[src/verilog/dac_ctrl_pkg.sv]
`default_nettype none
package dac_ctrl_pkg;
  // Geometry.
  localparam int NUM_CHANNELS = 8;
  localparam int MAIN_BITS    = 10;
  localparam int OFFSET_BITS  = 8;
  localparam int LEVEL_BITS   = 15;
  localparam int CH_IDX_BITS  = 3;
  localparam int ADDR_BITS    = 12;
  localparam int DATA_BITS    = 32;

  // Register byte offsets.
  localparam logic [11:0] SYSCTRL_OFFSET = 12'h000;
  localparam logic [11:0] STATUS_OFFSET  = 12'h004;
  localparam logic [11:0] CHCTRL_BASE    = 12'h020;
  localparam logic [11:0] DATA_BASE      = 12'h040;

  // System control fields.
  localparam int SYS_STANDBY_BIT    = 4;
  localparam int SYS_SHUTDOWN_N_BIT = 5;
  localparam int SYS_FORMAT_BIT     = 6;

  // Channel control fields.
  localparam int CH_BIAS_LSB       = 0;
  localparam int CH_OFFSET_SEL_BIT = 2;
  localparam int CH_STANDBY_N_BIT  = 4;

  // Status fields.
  localparam int STAT_PENDING_BIT = 0;
  localparam int STAT_STROBE_BIT  = 1;
  localparam int STAT_REF_BIT     = 2;

  // Data register readback field.
  localparam int DATA_OFFSET_LSB = 16;

  // Reset values.
  localparam logic       SYS_SHUTDOWN_N_RST = 1'h1;
  localparam logic       SYS_STANDBY_RST    = 1'h1;
  localparam logic       SYS_FORMAT_RST     = 1'h1;
  localparam logic       CH_STANDBY_N_RST   = 1'h1;
  localparam logic       CH_OFFSET_SEL_RST  = 1'h0;
  localparam logic [1:0] CH_BIAS_RST        = 2'h0;

  // Code handling.
  localparam logic                  FORMAT_OFFSET_BINARY = 1'h1;
  localparam logic [MAIN_BITS-1:0]  MAIN_MID   = 10'h200;
  localparam logic [OFFSET_BITS-1:0] OFFSET_MID = 8'h80;
  localparam logic signed [LEVEL_BITS-1:0] MAIN_GAIN   = 15'sh00F;
  localparam logic signed [LEVEL_BITS-1:0] OFFSET_GAIN = 15'sh002;
endpackage
`default_nettype wire

[src/verilog/dac_channel_slot.sv]
`timescale 1ns/1ps
`default_nettype none
module dac_channel_slot (
  input  wire logic                                     mclk,
  input  wire logic                                     rst_n,
  input  wire logic                                     ce,
  input  wire logic                                     wrEn,
  input  wire logic                                     wrOffset,
  input  wire logic [dac_ctrl_pkg::MAIN_BITS-1:0]       wrData,
  input  wire logic                                     xfer,
  input  wire logic                                     formatOffsetBinary,
  output logic [dac_ctrl_pkg::MAIN_BITS-1:0]            dataMain,
  output logic [dac_ctrl_pkg::OFFSET_BITS-1:0]          dataOffset,
  output logic [dac_ctrl_pkg::MAIN_BITS-1:0]            outMain,
  output logic [dac_ctrl_pkg::OFFSET_BITS-1:0]          outOffset,
  output logic signed [dac_ctrl_pkg::MAIN_BITS-1:0]     mainLevel,
  output logic signed [dac_ctrl_pkg::OFFSET_BITS-1:0]   offsetLevel,
  output logic signed [dac_ctrl_pkg::LEVEL_BITS-1:0]    level
);
  localparam int MB = dac_ctrl_pkg::MAIN_BITS;
  localparam int OB = dac_ctrl_pkg::OFFSET_BITS;
  localparam int LB = dac_ctrl_pkg::LEVEL_BITS;

  typedef struct packed {
    logic [MB-1:0]        dataMain;
    logic [OB-1:0]        dataOffset;
    logic [MB-1:0]        outMain;
    logic [OB-1:0]        outOffset;
    logic signed [MB-1:0] mainLevel;
    logic signed [OB-1:0] offsetLevel;
    logic signed [LB-1:0] level;
  } slot_s;

  slot_s st_r;
  slot_s st_nxt;
  logic signed [MB-1:0] mainS;
  logic signed [OB-1:0] offS;
  logic signed [LB-1:0] mainExt;
  logic signed [LB-1:0] offExt;

  always_comb begin
    st_nxt = st_r;
    if (wrEn && !wrOffset) begin
      st_nxt.dataMain = wrData;
    end
    if (wrEn && wrOffset) begin
      st_nxt.dataOffset = wrData[OB-1:0];
    end
    // The copy uses the freshly written code so a write with the strobe low
    // reaches the output in the same edge.
    if (xfer) begin
      st_nxt.outMain   = st_nxt.dataMain;
      st_nxt.outOffset = st_nxt.dataOffset;
    end
    // Offset binary becomes signed by flipping the top bit.
    mainS = formatOffsetBinary ?
            $signed(st_r.outMain ^ dac_ctrl_pkg::MAIN_MID) :
            $signed(st_r.outMain);
    offS  = formatOffsetBinary ?
            $signed(st_r.outOffset ^ dac_ctrl_pkg::OFFSET_MID) :
            $signed(st_r.outOffset);
    mainExt = LB'(mainS);
    offExt  = LB'(offS);
    st_nxt.mainLevel   = mainS;
    st_nxt.offsetLevel = offS;
    // Units of bias/8192 above the bias level.
    st_nxt.level = LB'(mainExt * dac_ctrl_pkg::MAIN_GAIN
                   + offExt * dac_ctrl_pkg::OFFSET_GAIN);
  end

  always_ff @(posedge mclk or negedge rst_n) begin
    if (!rst_n) begin
      st_r <= '0;
    end else if (ce) begin
      st_r <= st_nxt;
    end
  end

  assign dataMain    = st_r.dataMain;
  assign dataOffset  = st_r.dataOffset;
  assign outMain     = st_r.outMain;
  assign outOffset   = st_r.outOffset;
  assign mainLevel   = st_r.mainLevel;
  assign offsetLevel = st_r.offsetLevel;
  assign level       = st_r.level;
endmodule // dac_channel_slot
`default_nettype wire

[src/verilog/dac_lowpower_load_coding_ctrl.sv]
// The implementer's own choices: register access over APB and the register addresses.
`timescale 1ns/1ps
`default_nettype none
module dac_lowpower_load_coding_ctrl #(
  parameter int NUM_CHANNELS = dac_ctrl_pkg::NUM_CHANNELS
) (
  input  wire logic                                          mclk,
  input  wire logic                                          rst_n,
  input  wire logic                                          ce,
  input  wire logic                                          psel,
  input  wire logic                                          penable,
  input  wire logic                                          pwrite,
  input  wire logic [dac_ctrl_pkg::ADDR_BITS-1:0]            paddr,
  input  wire logic [dac_ctrl_pkg::DATA_BITS-1:0]            pwdata,
  output logic [dac_ctrl_pkg::DATA_BITS-1:0]                 prdata,
  output logic                                               pready,
  output logic                                               pslverr,
  input  wire logic                                          loadOutputsN,
  output logic                                               referencePowered,
  output logic [NUM_CHANNELS-1:0]                            channelPowered,
  output logic [NUM_CHANNELS*dac_ctrl_pkg::MAIN_BITS-1:0]    mainLevel,
  output logic [NUM_CHANNELS*dac_ctrl_pkg::OFFSET_BITS-1:0]  offsetLevel,
  output logic [NUM_CHANNELS*dac_ctrl_pkg::LEVEL_BITS-1:0]   channelLevel
);
  localparam int MB = dac_ctrl_pkg::MAIN_BITS;
  localparam int OB = dac_ctrl_pkg::OFFSET_BITS;
  localparam int LB = dac_ctrl_pkg::LEVEL_BITS;
  localparam int IB = dac_ctrl_pkg::CH_IDX_BITS;
  localparam int DB = dac_ctrl_pkg::DATA_BITS;
  localparam int N  = NUM_CHANNELS;

  typedef struct packed {
    logic                 sysShutdownN;
    logic                 sysAllStandby;
    logic                 sysFormat;
    logic [N-1:0]         chStandbyN;
    logic [N-1:0]         chOffsetSel;
    logic [N-1:0][1:0]    chBias;
    logic [2:0]           strobeSync;
    logic                 strobeLevel;
    logic                 pending;
    logic                 refPowered;
    logic [N-1:0]         chPowered;
    logic                 pready;
    logic                 pslverr;
    logic [DB-1:0]        prdata;
  } ctrl_s;

  localparam ctrl_s RST_STATE = '{
    sysShutdownN:  dac_ctrl_pkg::SYS_SHUTDOWN_N_RST,
    sysAllStandby: dac_ctrl_pkg::SYS_STANDBY_RST,
    sysFormat:     dac_ctrl_pkg::SYS_FORMAT_RST,
    chStandbyN:    {N{dac_ctrl_pkg::CH_STANDBY_N_RST}},
    chOffsetSel:   {N{dac_ctrl_pkg::CH_OFFSET_SEL_RST}},
    chBias:        {N{dac_ctrl_pkg::CH_BIAS_RST}},
    strobeSync:    3'h7,
    strobeLevel:   1'h1,
    pending:       1'h0,
    refPowered:    dac_ctrl_pkg::SYS_SHUTDOWN_N_RST,
    chPowered:     '0,
    pready:        1'h0,
    pslverr:       1'h0,
    prdata:        '0
  };

  ctrl_s st_r;
  ctrl_s st_nxt;

  logic          setupPhase;
  logic          writeDone;
  logic          isSys;
  logic          isStat;
  logic          isCh;
  logic          isData;
  logic [IB-1:0] chIdx;
  logic          chInRange;
  logic          strobeFall;
  logic          xfer;
  logic [N-1:0]  dataWrEn;
  logic [N-1:0][MB-1:0] dataMainA;
  logic [N-1:0][OB-1:0] dataOffsetA;
  logic [DB-1:0] rdMux;

  always_comb begin
    st_nxt     = st_r;
    setupPhase = psel && !penable;
    writeDone  = psel && penable && st_r.pready && pwrite;
    chIdx      = paddr[IB+1:2];
    chInRange  = int'(chIdx) < N;
    isSys  = paddr == dac_ctrl_pkg::SYSCTRL_OFFSET;
    isStat = paddr == dac_ctrl_pkg::STATUS_OFFSET;
    isCh   = chInRange && paddr[1:0] == 2'h0 &&
             paddr[11:5] == dac_ctrl_pkg::CHCTRL_BASE[11:5];
    isData = chInRange && paddr[1:0] == 2'h0 &&
             paddr[11:5] == dac_ctrl_pkg::DATA_BASE[11:5];

    // The first stage feeds only the second; a level counts once the
    // second and third stages agree, which rejects a one-cycle glitch.
    st_nxt.strobeSync = {st_r.strobeSync[1:0], loadOutputsN};
    if (st_r.strobeSync[1] == st_r.strobeSync[2]) begin
      st_nxt.strobeLevel = st_r.strobeSync[2];
    end
    strobeFall = st_r.strobeLevel && !st_nxt.strobeLevel;

    // Any completed write is the sample point of the strobe.
    xfer = (writeDone && !st_r.strobeLevel) || strobeFall;
    // Set wins over the clear by the falling edge.
    st_nxt.pending = (writeDone && st_r.strobeLevel) ||
                     (st_r.pending && !strobeFall);

    if (writeDone && isSys) begin
      st_nxt.sysShutdownN  = pwdata[dac_ctrl_pkg::SYS_SHUTDOWN_N_BIT];
      st_nxt.sysAllStandby = pwdata[dac_ctrl_pkg::SYS_STANDBY_BIT];
      st_nxt.sysFormat     = pwdata[dac_ctrl_pkg::SYS_FORMAT_BIT];
    end
    if (writeDone && isCh) begin
      st_nxt.chStandbyN[chIdx]  = pwdata[dac_ctrl_pkg::CH_STANDBY_N_BIT];
      st_nxt.chOffsetSel[chIdx] = pwdata[dac_ctrl_pkg::CH_OFFSET_SEL_BIT];
      st_nxt.chBias[chIdx] = pwdata[dac_ctrl_pkg::CH_BIAS_LSB +: 2];
    end

    // Shutdown only gates power; no stored code is touched by it.
    st_nxt.refPowered = st_nxt.sysShutdownN;
    st_nxt.chPowered  = {N{st_nxt.sysShutdownN && !st_nxt.sysAllStandby}}
                        & st_nxt.chStandbyN;

    rdMux = '0;
    if (isSys) begin
      rdMux[dac_ctrl_pkg::SYS_SHUTDOWN_N_BIT] = st_r.sysShutdownN;
      rdMux[dac_ctrl_pkg::SYS_STANDBY_BIT]    = st_r.sysAllStandby;
      rdMux[dac_ctrl_pkg::SYS_FORMAT_BIT]     = st_r.sysFormat;
    end else if (isStat) begin
      rdMux[dac_ctrl_pkg::STAT_PENDING_BIT] = st_r.pending;
      rdMux[dac_ctrl_pkg::STAT_STROBE_BIT]  = st_r.strobeLevel;
      rdMux[dac_ctrl_pkg::STAT_REF_BIT]     = st_r.refPowered;
    end else if (isCh) begin
      rdMux[dac_ctrl_pkg::CH_STANDBY_N_BIT]  = st_r.chStandbyN[chIdx];
      rdMux[dac_ctrl_pkg::CH_OFFSET_SEL_BIT] = st_r.chOffsetSel[chIdx];
      rdMux[dac_ctrl_pkg::CH_BIAS_LSB +: 2]  = st_r.chBias[chIdx];
    end else if (isData) begin
      rdMux[MB-1:0] = dataMainA[chIdx];
      rdMux[dac_ctrl_pkg::DATA_OFFSET_LSB +: OB] = dataOffsetA[chIdx];
    end

    // One wait-free access phase: ready rises in the cycle after setup.
    st_nxt.pready  = setupPhase;
    st_nxt.pslverr = setupPhase && !(isSys || isCh || isData ||
                                     (isStat && !pwrite));
    st_nxt.prdata  = (setupPhase && !pwrite) ? rdMux : '0;
  end

  always_ff @(posedge mclk or negedge rst_n) begin
    if (!rst_n) begin
      st_r <= RST_STATE;
    end else if (ce) begin
      st_r <= st_nxt;
    end
  end

  genvar g;
  generate
    for (g = 0; g < N; g++) begin : gChan
      assign dataWrEn[g] = writeDone && isData && chIdx == IB'(g);
      dac_channel_slot uSlot (
        .mclk               (mclk),
        .rst_n              (rst_n),
        .ce                 (ce),
        .wrEn               (dataWrEn[g]),
        .wrOffset           (st_r.chOffsetSel[g]),
        .wrData             (pwdata[MB-1:0]),
        .xfer               (xfer),
        .formatOffsetBinary (st_r.sysFormat),
        .dataMain           (dataMainA[g]),
        .dataOffset         (dataOffsetA[g]),
        .outMain            (),
        .outOffset          (),
        .mainLevel          (mainLevel[g*MB +: MB]),
        .offsetLevel        (offsetLevel[g*OB +: OB]),
        .level              (channelLevel[g*LB +: LB])
      );
    end
  endgenerate

  assign prdata           = st_r.prdata;
  assign pready           = st_r.pready;
  assign pslverr          = st_r.pslverr;
  assign referencePowered = st_r.refPowered;
  assign channelPowered   = st_r.chPowered;

  property p_shutdownOff;
    @(posedge mclk) disable iff (!rst_n)
      ce && writeDone && isSys && !pwdata[dac_ctrl_pkg::SYS_SHUTDOWN_N_BIT]
      |=> !referencePowered && channelPowered == '0;
  endproperty
  a_shutdownOff: assert property (p_shutdownOff)
    else $error("shutdown did not power everything down");

  property p_keepData;
    @(posedge mclk) disable iff (!rst_n)
      !st_r.sysShutdownN && !(writeDone && isData) |=> $stable(dataMainA);
  endproperty
  a_keepData: assert property (p_keepData)
    else $error("data lost during shutdown");

  property p_allStandby;
    @(posedge mclk) disable iff (!rst_n)
      st_r.sysAllStandby |-> channelPowered == '0 &&
                             referencePowered == st_r.sysShutdownN;
  endproperty
  a_allStandby: assert property (p_allStandby)
    else $error("all-channel standby left a channel powered");

  property p_chStandby;
    @(posedge mclk) disable iff (!rst_n)
      channelPowered == ({N{st_r.sysShutdownN && !st_r.sysAllStandby}}
                         & st_r.chStandbyN);
  endproperty
  a_chStandby: assert property (p_chStandby)
    else $error("channel power does not follow its standby bit");

  property p_deferPending;
    @(posedge mclk) disable iff (!rst_n)
      ce && writeDone && st_r.strobeLevel |=> st_r.pending;
  endproperty
  a_deferPending: assert property (p_deferPending)
    else $error("deferred write not marked pending");

  property p_fallClears;
    @(posedge mclk) disable iff (!rst_n)
      ce && strobeFall && !writeDone |=> !st_r.pending;
  endproperty
  a_fallClears: assert property (p_fallClears)
    else $error("strobe edge did not finish pending update");

  property p_strobeFilter;
    @(posedge mclk) disable iff (!rst_n)
      ce && $past(ce) && st_r.strobeSync[2:1] == 2'h0 |=> !st_r.strobeLevel;
  endproperty
  a_strobeFilter: assert property (p_strobeFilter)
    else $error("agreed strobe level not taken");

  property p_resetStandby;
    @(posedge mclk) $rose(rst_n) |-> st_r.sysAllStandby && st_r.sysFormat
                                     && referencePowered && &st_r.chStandbyN;
  endproperty
  a_resetStandby: assert property (p_resetStandby)
    else $error("wrong state after reset");

  property p_readyOne;
    @(posedge mclk) disable iff (!rst_n)
      ce && psel && !penable |=> pready ##1 (!pready || !ce);
  endproperty
  a_readyOne: assert property (p_readyOne)
    else $error("ready did not follow setup");

  // The filter holds its level while the last two stages disagree, so a
  // single-cycle glitch on the pin never starts an update.
  property p_strobeHold;
    @(posedge mclk) disable iff (!rst_n)
      ce && st_r.strobeSync[2] != st_r.strobeSync[1]
      |=> $stable(st_r.strobeLevel);
  endproperty
  a_strobeHold: assert property (p_strobeHold)
    else $error("strobe level moved before the filter agreed");

  property p_syncNoPending;
    @(posedge mclk) disable iff (!rst_n)
      ce && writeDone && !st_r.strobeLevel && !st_r.pending
      |=> !st_r.pending;
  endproperty
  a_syncNoPending: assert property (p_syncNoPending)
    else $error("synchronous write left an update pending");

  property p_formatWrite;
    @(posedge mclk) disable iff (!rst_n)
      ce && writeDone && isSys
      |=> st_r.sysFormat == $past(pwdata[dac_ctrl_pkg::SYS_FORMAT_BIT]);
  endproperty
  a_formatWrite: assert property (p_formatWrite)
    else $error("coding select not taken from the write");

  property p_formatHeld;
    @(posedge mclk) disable iff (!rst_n)
      !(ce && writeDone && isSys) |=> $stable(st_r.sysFormat);
  endproperty
  a_formatHeld: assert property (p_formatHeld)
    else $error("coding select changed without a write");

  property p_refusedErr;
    @(posedge mclk) disable iff (!rst_n)
      ce && setupPhase && !(isSys || isStat || isCh || isData)
      |=> pready && pslverr;
  endproperty
  a_refusedErr: assert property (p_refusedErr)
    else $error("unmapped access not refused");

  property p_chIsolated;
    @(posedge mclk) disable iff (!rst_n)
      ce && writeDone && isCh |=> $stable(referencePowered);
  endproperty
  a_chIsolated: assert property (p_chIsolated)
    else $error("channel control write touched the reference");
endmodule // dac_lowpower_load_coding_ctrl
`default_nettype wire

[config.mk]
export PLATFORM = sky130hd
export DESIGN_NAME = dac_lowpower_load_coding_ctrl
export DESIGN_NICKNAME = d
export VERILOG_FILES = /design/src/verilog/dac_ctrl_pkg.sv /design/src/verilog/dac_channel_slot.sv /design/src/verilog/dac_lowpower_load_coding_ctrl.sv
export SDC_FILE = /design/constraint.sdc
export NUM_CORES = 2
export LEC_CHECK = 0
export BUFFER_PORTS_ARGS = -buffer_cell sky130_fd_sc_hd__buf_2
export CORE_MARGIN = 5
export CORE_UTILIZATION = 40
export DETAILED_ROUTE_END_ITERATION = 8
export GPL_TIMING_DRIVEN = 0
export PLACE_DENSITY = 0.55
export SYNTH_ARGS = -nofsm -noshare
export SYNTH_HDL_FRONTEND = slang
export SYNTH_SLANG_ARGS = --single-unit
[constraint.sdc]
create_clock -name mclk -period 5.8 [get_ports mclk]
set_clock_uncertainty 0.2 [all_clocks]
set_input_delay 0.87 -clock mclk [delete_from_list [all_inputs] [get_ports mclk]]
set_output_delay 0.87 -clock mclk [all_outputs]
set_load 0.05 [all_outputs]
==> results by group <==
Status
  – Outcome: finished, violations left
  – Failing checks: max-capacitance violations, max-slew violations

CTS
  – CTS Buffer Depth: 3
  – Reg clk slew, reported paths: 0.06 ns
  – H-tree lvl count: 3
  – CTS resizes: 0
  – Total CTS buffers: ~70
  – Post-CTS setup buffer count: 0
  – Clk sinks: approximately 610
  – CTS tree: built
  – Skew-Pair Late Insertion Delay: between 0.6 and 0.7 ns
  – Root buf cell: clkbuf_16

GRT
  – First-pass GRT wire length: between 150,000 and 200,000 µm
  – Initial antenna violation count: 8
  – Total gr overflow: 0
  – Pin count of the biggest net entering global routing: 113
  – Vias in the first global route: around 27,000
  – Gr usage total: around 24%

Place
  – Hpwl dp: between 90,000 and 100,000 µm
  – Port Buf Inserts: approximately 320
  – Placement Setup Slack: 0.3088 ns
  – GPL Wtd Cong: a little over 0.9

Cells and area
  – # nets final: ~4,200
  – Layout cell share with drive strength beyond 1: approximately 26%
  – Area of the multi-input gates: a little over 20,000 µm²
  – Fill cell count: 9,028
  – Area Overhead vs Synth: 15.07%
  – Flip-flop and latch area: ~15,000 µm²

Power
  – VDD IR max: between 0.15 and 0.2 mV
  – Pwr Density: about 220 nW/µm²
  – Pleak: ~23 nW
  – Pwr Total: roughly 9.5 mW

Logic synthesis
  – Mean Syn Cell Area: 11.40 µm²
  – Cell type with the largest total area after synthesis: dfrtp_1
  – Leading post-synthesis cells by cell area: dfrtp_1, fa_1, mux2_2
  – Count leader, synth: dfrtp_1
  – Top-area cell type share of the netlist area: around 39%
  – Seq cells post-synth: about 600
  – Distinct cells, synth: 74
  – Number of synthesized flops with an enable pin: 0
  – Post-Synthesis Cell Area: about 38,000 µm²
  – Top_reg_cell synth: dfrtp_1
  – Synth warnings: 0
  – Post-synthesis sequential area ratio: 40.02%
  – Async set-reset flop share out of synthesis: between 90% and 100%
  – Gate Count Post-Synth: ~3,400
  – Synth cell count leaders: dfrtp_1, inv_1, mux2_2, fa_1, nand2_1

STA
  – Max Slew Vio Count: 11
  – RSZ-0062 raised after global routing: false
  – Slew at the pin closest to its max-slew limit: between 1.5 and 2 ns
  – Setup slack after layout: between 0.2 and 0.3 ns
  – Fmax: roughly 180 MHz
  – Rel. slew slack: -3.610%
  – Hold Fails Final Rpt: 0
  – Final Setup Violations: 0
  – Part of the cycle the worst path needs: 95.40%
  – Crit path time final: approximately 5.5 ns

Critical path
  – Reg2Reg Launch Point: st_r[80]
  – Buf/Inv on CP: 3
  – Crit path kind: register to register
  – Nature of the critical path startpoint: register
  – Reg2reg path depth: 13
  – Worst EP arrival: 5.89 ns
  – Setup crit end kind: register
  – Required time of the critical path: roughly 6.2 ns
  – Worst path cell trace: buf_2, buf_2, xor2_1, ha_1, xnor2_1, fa_1, fa_1, ha_1, inv_1, o21bai_1, a41oi_1, xnor2_1, mux2_2
  – Critical Path Fanout Max: 10
  – Reg2reg end: gChan[3].uSlot.level[12]
  – Slowest cell delay on critical path: around 0.63 ns
  – Flop2flop setup slack: ~0.27 ns
  – Crit-path slowest cell: xnor2_1
  – Cell family with most CP delay: adder cells

Die
  – Site row count: 113
  – I/O pin count: between 300 and 400
  – Core area: roughly 95,000 µm²
  – Die W: 319.5 µm
  – Starting Density: 40.33%
  – Die area: about 100,000 µm²
  – Die height: between 300 and 400 µm

Min path
  – Worst Hold Launch: gChan[4].uSlot.level[7]
  – Hold depth: 1
  – WHS Endpoint: gChan[4].uSlot.level[7]
  – Hold Path Class: register to register

Routing
  – Vias per cell: roughly 5.3
  – Drt initial violations: 2,228
  – Antenna Violating Nets Remaining: 0
  – DRC errors left: 0
  – Total Routed Length: 126,100 µm
  – 1st-pass router iterations: 5
  – DR WL/cell: about 25 µm
  – Vias: around 27,000

Run
  – Number of max-cap violations: 1
-- report_power, final --
group / total [mW] / switching [mW] / leakage [nW] / internal, mW
registers: 4.31 / 0.0187 / 8.46 / 4.30
logic: 0.615 / 0.493 / 13.1 / 0.122
clock network: 4.58 / 1.92 / 1.13 / 2.66
-- worst max path at each step --
stage | start | end | slack, ns | cells after the start
2_1_floorplan | st_r[80] | gChan[4].uSlot.level[12] | 1.35 | 15
3_3_place_gp | rst_n | gChan[4].uSlot.level[1] | -10.01 | 1
3_5_place_dp | st_r[80] | gChan[3].uSlot.level[12] | 0.31 | 13
4_1_cts | st_r[80] | gChan[3].uSlot.level[12] | 0.28 | 13
5_1_grt | st_r[80] | gChan[3].uSlot.level[12] | 0.04 | 13
6_report | st_r[80] | gChan[3].uSlot.level[12] | 0.27 | 13
-- state kept, by name (all words and copies together) (netlist names), named ones only --
signal                   flops
gChan.uSlot.dataMain        80
gChan.uSlot.outOffset       64
pready                       1
gChan.uSlot.offsetLevel     64
gChan.uSlot.level          120
gChan.uSlot.mainLevel       72
prdata                      18
referencePowered             1
channelPowered               8
pslverr                      1
st_nxt                       2
gChan.uSlot.dataOffset      64
st_r                        13
gChan.uSlot.outMain         80
-- routing by layer --
layer  GRT usage, %  share of wire, %
met2          37.59                45
met5              0            0.0056
met1          35.35                46
met3          4.622               6.7
met4          7.279               3.2
-- logic make-up (layout without fill, tap and decap cells) --
kind of cell	after synthesis	in the layout	synth area share (%)
AO/OA/AOI/OAI	490	490	8.078
XOR/XNOR	94	94	2.149
AND/OR/NAND/NOR	464	464	6.403
adder cells (fa/ha/maj)	418	418	17.90
buffers and inverters	691	1143	7.324
multiplexers	592	592	18.12
other	1	17	0.009787
flip-flops	612	612	40.02
-- cell usage in the layout, fill, tap and decap left out, drive strengths merged, types with 29 or more instances in the layout --
cell type	synthesis	final
a211oi	32	32
xnor2	74	74
inv	486	487
nor2	81	81
mux2i	175	175
clkbuf	124	231
nand3b	29	29
fa	217	217
buf	80	402
a21oi	84	84
nand2	210	210
ha	201	201
o211ai	36	36
mux4	44	44
a21o	40	40
dfrtp	597	597
o21ai	185	185
mux2	373	373
-- layout make-up --
cell class                 count  share of cell area [%]
antenna                        3                 0.01703
tap                         1265                   3.590
clock inverter                22                  0.5732
timing repair buffer         324                   4.069
multi-input combinational   2072                   45.87
buffer                       204                   2.259
inverter                     487                   4.146
clock buffer                 106                   4.696
sequential                   612                   34.78
-- what timing repair did --
action,in CTS,in global routing
hold buffers,1,0
endpoints found under the hold margin,16,0
endpoints found under the setup margin,0,0
-- worst register-to-register path, cell delays in order, from the launching register on --
cell and delay, ns:
dfstp_2 0.51, buf_2 0.38, buf_2 0.60, xor2_1 0.50, ha_1 0.37, xnor2_1 0.16
fa_1 0.60, fa_1 0.41, ha_1 0.34, inv_1 0.08, o21bai_1 0.24, a41oi_1 0.18
xnor2_1 0.63, mux2_2 0.28
-- stage by stage --
step                setup TNS, ns  cells  area, µm²  hold WS [ns]  utilization [%]
floorplan                       0   3375      38370        0.2560                -
global placement         -5980.26   4956      41530        0.2611            43.71
detailed placement              0   4963      41750        0.2705            43.94
CTS                             0   5092      44080        0.2718            46.40
finish                          0   5095      44090        0.2794            46.41
global route                    0   5092      44080        0.2948            46.40
Note: power is estimated with default switching activity, not from simulation.
